--- src/rtl/ppbs_defines.svh ---
`ifndef PPBS_DEFINES_SVH
`define PPBS_DEFINES_SVH

// Number of downstream ports
`define PPBS_NUM_PORTS 4
// Strap sample delay after reset release, in clock cycles
`define PPBS_STRAP_WAIT 4'h3
// Serial clock divider: half period of the serial clock in clock cycles, minus one
`define PPBS_SCK_HALF 2'h1
// Bits per serial byte
`define PPBS_BYTE_BITS 4'h8
// Boot source encodings
`define PPBS_BOOT_ROM 1'b0
`define PPBS_BOOT_FLASH 1'b1

`endif

--- src/rtl/ppbs_pkg.sv ---
package ppbs_pkg;
    // Serial engine states
    typedef enum logic [3:0] {
        PPBS_ST_STRAP = 4'b0001,
        PPBS_ST_IDLE = 4'b0010,
        PPBS_ST_SHIFT = 4'b0100,
        PPBS_ST_DONE = 4'b1000
    } ppbs_state_t;
endpackage

--- src/rtl/ppbs_port_power.sv ---
// Operation
// RQ1 - Enable low turns port power on
// RQ2 - Enables and flags active low from reset
// RQ3 - Open-drain when low, push-pull when high
// RQ4 - Low flag input means over-current
// RQ5 - Flag pull-ups only in power switch mode
// RQ6 - Upstream power detect is active high
// RQ7 - Self-power input high selects self-powered
// RQ8 - Strap low ROM boot, high flash
// RQ9 - Act as serial flash master afterward
// RQ10 - Latch strap before driving select pin
`include "ppbs_defines.svh"

module ppbs_port_power (
    // Clock and reset
    input wire logic ref_clk_in,
    input wire logic rst_b_in,
    // Power control from firmware
    input wire logic [3:0] port_power_on_in,
    input wire logic polarity_high_in,
    input wire logic power_switch_mode_in,
    // Port pins
    output logic [3:0] port_power_switch_enable_out,
    output logic [3:0] port_power_switch_enable_oe_out,
    input wire logic [3:0] port_overcurrent_flag_in,
    output logic overcurrent_pullup_en_out,
    input wire logic upstream_vbus_detect_in,
    input wire logic self_power_detect_in,
    // Decoded status
    output logic [3:0] port_overcurrent_out,
    output logic upstream_vbus_present_out,
    output logic self_powered_out,
    output logic boot_from_flash_out,
    // Flash pins
    input wire logic flash_select_boot_strap_in,
    output logic flash_select_boot_strap_out,
    output logic flash_select_boot_strap_oe_out,
    output logic sck_out,
    output logic mosi_out,
    input wire logic miso_in,
    // Byte transfer request
    input wire logic xfer_start_in,
    input wire logic xfer_last_in,
    input wire logic [7:0] xfer_data_in,
    output logic [7:0] xfer_data_out,
    output logic xfer_done_out,
    output logic xfer_busy_out,
    output ppbs_pkg::ppbs_state_t state_out
);
    import ppbs_pkg::*;

    // All state of the block
    typedef struct packed {
        logic [3:0] oc_s1;          // First sync stage, over-current pins
        logic [3:0] oc_s2;          // Second sync stage
        logic [2:0] in_s1;          // First stage: vbus, self power, miso
        logic [2:0] in_s2;          // Second stage
        logic strap_s1;             // First stage of strap pin
        logic strap_s2;             // Second stage of strap pin
        logic [3:0] wait_cnt;       // Strap settle counter
        logic boot_flash;           // Latched boot source
        ppbs_state_t st;            // Serial engine state
        logic [1:0] div;            // Serial clock divider
        logic [3:0] bits;           // Bits left in byte
        logic [7:0] tx;             // Shift out register
        logic [7:0] rx;             // Shift in register
        logic last;                 // Release select after this byte
        logic [3:0] pwr_q;          // Power enable pin level
        logic [3:0] pwr_oe;         // Power enable pin drive
        logic pu_en;                // Pull-up enable
        logic [3:0] oc_flag;        // Decoded over-current
        logic vbus;                 // Upstream power present
        logic selfp;                // Self-powered setting
        logic cs;                   // Select pin level
        logic cs_oe;                // Select pin drive
        logic sck;                  // Serial clock level
        logic done;                 // Byte done pulse
        logic [7:0] rdata;          // Byte received
        logic busy;                 // Engine not idle, kept as a flop for the pin
    } ppbs_regs_t;

    ppbs_regs_t r;
    ppbs_regs_t next_r;

    ////////////////////////////////////////////////////////////////////////////
    // Next state
    always_comb begin
        next_r = r;
        next_r.done = 1'b0;
        // Synchronise all pin inputs; only the second stage feeds logic, so a
        // pin that moves near the clock edge cannot split one decision
        next_r.oc_s1 = port_overcurrent_flag_in;
        next_r.oc_s2 = r.oc_s1;
        next_r.in_s1 = {miso_in, self_power_detect_in, upstream_vbus_detect_in};
        next_r.in_s2 = r.in_s1;
        next_r.strap_s1 = flash_select_boot_strap_in;
        next_r.strap_s2 = r.strap_s1;
        // Flag decode, polarity chosen by firmware
        next_r.oc_flag = polarity_high_in ? r.oc_s2 : ~r.oc_s2; // RQ2 RQ4
        next_r.vbus = r.in_s2[0]; // RQ6
        next_r.selfp = r.in_s2[1]; // RQ7
        next_r.pu_en = power_switch_mode_in; // RQ5
        // Power enables per port
        for (int i = 0; i < `PPBS_NUM_PORTS; i++) begin
            if (polarity_high_in) begin
                // Push-pull, high means on
                next_r.pwr_q[i] = port_power_on_in[i]; // RQ3
                next_r.pwr_oe[i] = 1'b1; // RQ3
            end else begin
                // Open-drain: pull low for on, release for off
                next_r.pwr_q[i] = ~port_power_on_in[i]; // RQ1
                next_r.pwr_oe[i] = port_power_on_in[i]; // RQ3
            end
        end
        // Serial engine
        case (r.st)
            PPBS_ST_STRAP: begin
                // Select pin released while strap settles
                // The board pull sets the pin level that is latched here
                next_r.cs_oe = 1'b0;
                if (r.wait_cnt == `PPBS_STRAP_WAIT) begin
                    next_r.boot_flash = r.strap_s2; // RQ8 RQ10
                    next_r.st = PPBS_ST_IDLE;
                end else begin
                    next_r.wait_cnt = r.wait_cnt + 4'h1;
                end
            end
            PPBS_ST_IDLE: begin
                // Drive select only once strap is held
                // Serial clock parks low between bytes and frames
                next_r.cs_oe = 1'b1; // RQ9 RQ10
                next_r.sck = 1'b0;
                if (xfer_start_in) begin
                    next_r.cs = 1'b0; // RQ9
                    next_r.tx = xfer_data_in;
                    next_r.last = xfer_last_in;
                    next_r.bits = `PPBS_BYTE_BITS;
                    next_r.div = 2'h0;
                    next_r.st = PPBS_ST_SHIFT;
                end
            end
            PPBS_ST_SHIFT: begin
                // Mode 0: data set on falling edge, sampled on rising edge
                if (r.div == `PPBS_SCK_HALF) begin
                    // Half period over, toggle the serial clock
                    next_r.div = 2'h0;
                    if (!r.sck) begin
                        // Rising edge: the flash takes the current output bit
                        next_r.sck = 1'b1;
                    end else begin
                        // Falling edge: the synchroniser lags the input by two
                        // cycles, so its second stage now holds the bit that
                        // stood at the rising edge, before the flash moves on.
                        // This holds only while a half period is at least two cycles.
                        next_r.rx = {r.rx[6:0], r.in_s2[2]}; // RQ9
                        next_r.sck = 1'b0;
                        next_r.tx = {r.tx[6:0], 1'b0};
                        next_r.bits = r.bits - 4'h1;
                        if (r.bits == 4'h1) begin
                            next_r.st = PPBS_ST_DONE;
                        end
                    end
                end else begin
                    // Count out the half period
                    next_r.div = r.div + 2'h1;
                end
            end
            PPBS_ST_DONE: begin
                // Hand byte back, end frame if last
                // Otherwise select stays low for the next byte of the frame
                next_r.done = 1'b1;
                next_r.rdata = r.rx;
                if (r.last) begin
                    next_r.cs = 1'b1;
                end
                next_r.st = PPBS_ST_IDLE;
            end
            default: begin
                next_r.st = PPBS_ST_STRAP;
            end
        endcase
        // Synchronous reset; boot source cleared to ROM until the next strap sample
        if (!rst_b_in) begin
            next_r = '0;
            next_r.st = PPBS_ST_STRAP;
            next_r.cs = 1'b1;
            next_r.pwr_q = 4'hf; // RQ2
            next_r.pwr_oe = 4'h0; // RQ2
        end
        // Busy follows the next state so its pin comes straight from a flop
        next_r.busy = (next_r.st != PPBS_ST_IDLE);
    end

    ////////////////////////////////////////////////////////////////////////////
    // State register
    always_ff @(posedge ref_clk_in) begin
        r <= next_r;
    end

    ////////////////////////////////////////////////////////////////////////////
    // Outputs straight from flops
    // Pads drive a pin only while its enable is high; a released power
    // enable rests at the board pull level, which keeps the switch off.
    // The select pin is never driven during reset, so the strap level set
    // by the board cannot fight the pad while it is sampled.
    assign port_power_switch_enable_out = r.pwr_q;
    assign port_power_switch_enable_oe_out = r.pwr_oe;
    assign overcurrent_pullup_en_out = r.pu_en;
    assign port_overcurrent_out = r.oc_flag;
    assign upstream_vbus_present_out = r.vbus;
    assign self_powered_out = r.selfp;
    assign boot_from_flash_out = r.boot_flash;
    assign flash_select_boot_strap_out = r.cs;
    assign flash_select_boot_strap_oe_out = r.cs_oe;
    assign sck_out = r.sck;
    assign mosi_out = r.tx[7];
    assign xfer_data_out = r.rdata;
    assign xfer_done_out = r.done;
    assign xfer_busy_out = r.busy;
    assign state_out = r.st;
endmodule

--- config.mk ---
export PLATFORM = sky130hd
export DESIGN_NAME = ppbs_port_power
export DESIGN_NICKNAME = d
export VERILOG_FILES = /design/src/rtl/ppbs_pkg.sv /design/src/rtl/ppbs_port_power.sv
export VERILOG_INCLUDE_DIRS = /design/src /design/src/rtl
export SDC_FILE = /design/constraint.sdc
export NUM_CORES = 1
export LEC_CHECK = 0
export BUFFER_PORTS_ARGS = -buffer_cell sky130_fd_sc_hd__buf_2
export CAP_MARGIN = 10
export CORE_UTILIZATION = 38
export CTS_BUF_LIST = sky130_fd_sc_hd__clkbuf_16
export CTS_CLUSTER_DIAMETER = 120
export DETAILED_ROUTE_END_ITERATION = 6
export GPL_ROUTABILITY_DRIVEN = 0
export GPL_TIMING_DRIVEN = 1
export SETUP_SLACK_MARGIN = 0.4
export SLEW_MARGIN = 5
export SYNTH_ARGS = -nofsm -noshare
export SYNTH_HDL_FRONTEND = slang
export SYNTH_SLANG_ARGS = --single-unit
--- constraint.sdc ---
create_clock -name ref_clk_in -period 3 [get_ports ref_clk_in]
set_input_delay 0.6 -clock ref_clk_in [delete_from_list [all_inputs] [get_ports ref_clk_in]]
set_output_delay 0.6 -clock ref_clk_in [all_outputs]
set_load 0.05 [all_outputs]
==> flow_summary.yaml <==
route:
  drt_iter0_markers: 121
  first_pass_iters: 4
  routed_wl_um: 6070
  postRouteAntennaNets: 0
  vias: 2385
  drc_errors: 0
  viasPerCell: 5.14
  avgRoutedWirePerCell_um: 13.1
place:
  dp_hpwl_um: 4010
  port_buffers: 59
  pre_cts_ws_ns: 1.01
  placedCellCount: 448
worst_setup_path:
  worstSetupPathType: "reg -> reg"
  critPathRequiredTime_ns: 3.24
  crit_path_start_kind: "flip-flop"
  crit_path_end_kind: "flip-flop"
  critPathMaxFanout: 26
  reg2reg_depth: 4
  cp_data_arrival_time_ns: 2.23
global_routing:
  grt_use_met1_pct: 18.8
  grt_pass1_wl_um: 10400
  grtUsageMet2_pct: 25.6
  gr-total-overflow: 0
  grt_pass1_vias: 2283
  antenna_found_initial: 0
  met3_usage_pct: 4.56
  grt_use_total_pct: 15.6
  grt_max_degree: 45
  busiest_layer: "met2"
clocking:
  cts.clk_slew.worst_paths_ns: 0.05
  clk_path_buf_depth: 2
  cts-resized-gates: 0
  tritoncts: "done"
  cts_setup_buffers: 0
  cts_hold_buf: 0
  ctsHtreeMaxLevel: 3
  insertion_delay_ns: 0.32
  clock-root-buffer: "clkbuf_16"
  cts_sinks: 76
  cts_made_buffers: 9
sta:
  tns_ns: 0
  min_period_ns: 1.99
  fin_crit_sh_pct: 66.4
  hold_violations: 0
  slew_headroom_pct: 49.1
  hold_slack_ns: 0.429
  finalMaxSlewViolations: 0
  finalClockSkew_ns: 0.00603
  setup_slack_ns: 1.01
  tightest_slew_ns: 0.764
  setup_viol: 0
  rsz0062_at_grt: "no"
  max_freq_mhz: 502
worst_hold_path:
  min_delay_path_depth: 1
  hp-class: "reg -> reg"
power_and_ir_drop:
  internal_power_w: 0.00185
  vdd_drop_max_mv: 0.271
  pwr-share-comb_pct: 10.1
  clockPowerShare_pct: 45.3
  p_sw_w: 0.000583
  power_density_nw_per_um2: 688
  p_leak_nw: 1.43
  switching_share_pct: 24.0
  power_frac_seq_pct: 44.6
finish:
  fillers: 797
  final_cells: 464
  final_cell_mix: "dfxtp_1, buf_2, nand2_1, a21oi_1, and2_1"
  nets: 390
  postLayoutCoreUtil_pct: 45.6
  layout-drive-gt1-share_pct: 23.5
  ff_latch_area_um2: 1520
  area_growth_pct: 15.6
  multiInputGateArea_um2: 1210
  antenna_cells: 0
  mostFrequentLayoutCell: "dfxtp_1"
logic_synthesis:
  synth.cell_area_um2: 3060
  synth_warnings: 0
  synth_cell_type_count: 42
  synth_cells: 334
  yosysSeqAreaShare_pct: 49.7
  syn-num-nets: 367
  synthArstFlopShare_pct: 0
  synth_ff_type: "dfxtp_1"
  synth_edf_count: 0
  ys_ff_latch: 76
  synth.avg_cell_area_um2: 9.17
floorplanning:
  core-area_um2: 7770
  ios: 60
  die_w_um: 91.8
  die-area_um2: 8420
  start_util_pct: 39.4
  std_cell_rows: 32
  fp.dieH_um: 91.8
job:
  maxCapViolations: 0
status:
  run_status: "finished clean"
[per-stage QoR]
step / total power, W / instance area [um^2]
final: 0.00244 / 3540
after global routing: 0.00254 / 3540
after CTS: 0.00247 / 3540
after detailed placement: 0.00136 / 3230
after global placement: 0.00135 / 3230
after floorplan: 0.00132 / 3060
[cell usage after synthesis, types with 3 or more instances]
cell type	number	share of area, %
dfxtp_1	76	50
nand2_1	28	3.4
a21oi_1	25	4.1
buf_4	24	5.9
clkbuf_1	24	2.9
and2_1	19	3.9
o21ai_0	16	2.6
nand3_1	15	2.5
nor2_1	13	1.6
inv_1	11	1.3
a211oi_1	7	1.7
a221oi_1	7	2.0
ha_1	7	2.9
nor3_1	6	0.98
xor2_1	5	1.4
nor4_1	4	0.82
buf_2	3	0.49
nor4b_1	3	0.86
o221a_2	3	1.1
o22ai_1	3	0.61
o32ai_1	3	0.86
or3_1	3	0.61
[critical path, stage by stage (launching register included)]
cell and delay [ns]:
dfxtp_1 0.49, or4b_1 0.46, buf_4 0.23, or4_1 0.48, a211oi_1 0.23
[flip-flops by register name, summed over array words and instances, names as in the netlist]
signal                           flops
port_overcurrent_out                 4
xfer_data_out                        8
flash_select_boot_strap_out          1
flash_select_boot_strap_oe_out       1
boot_from_flash_out                  1
state_out                            4
sck_out                              1
xfer_done_out                        1
xfer_busy_out                        1
port_power_switch_enable_out         4
port_power_switch_enable_oe_out      4
r                                   42
mosi_out                             1
upstream_vbus_present_out            1
overcurrent_pullup_en_out            1
self_powered_out                     1
[kinds of logic after synthesis]
logic type | synth area share, %
adder cells (fa/ha/maj) | 2.86
flip-flops | 49.7
AO/OA/AOI/OAI | 15.9
XOR/XNOR | 1.43
buffers and inverters | 11.2
AND/OR/NAND/NOR | 19.0
[worst paths after layout]
path / start / to / slack, ns
setup / recovery: state_out[2] / r[47] / 1.01
hold reg to reg: r[62] / upstream_vbus_present_out / 0.43
setup reg to reg: state_out[2] / r[47] / 1.01
hold / removal: r[62] / upstream_vbus_present_out / 0.43
[power groups by stage]
| stage | sequential (W) | clock [W] | combinational (W) |
|---|---|---|---|
| global placement | 0.00111 | 0 | 0.000247 |
| floorplan | 0.00111 | 0 | 0.000214 |
| CTS | 0.00109 | 0.00113 | 0.000249 |
| finish | 0.00109 | 0.00110 | 0.000247 |
| global route | 0.00109 | 0.00118 | 0.000271 |
| detailed placement | 0.00111 | 0 | 0.000248 |
[routing by layer]
| layer | vias to the layer above | routed length [um] |
|---|---|---|
| met1 | 1123 | 2830 |
| met2 | 58 | 2840 |
| met3 | 12 | 276 |
| li1 | 1192 | - |
| met4 | 0 | 118 |
| met5 | - | 0 |
[final cells by class]
cell class | count | area share [%]
tap | 102 | 3.60
timing repair buffer | 64 | 9.40
multi-input combinational | 194 | 34.1
clock inverter | 7 | 2.37
clock buffer | 9 | 6.36
sequential | 76 | 43.0
inverter | 12 | 1.27
Note: power is estimated with default switching activity, not from simulation.
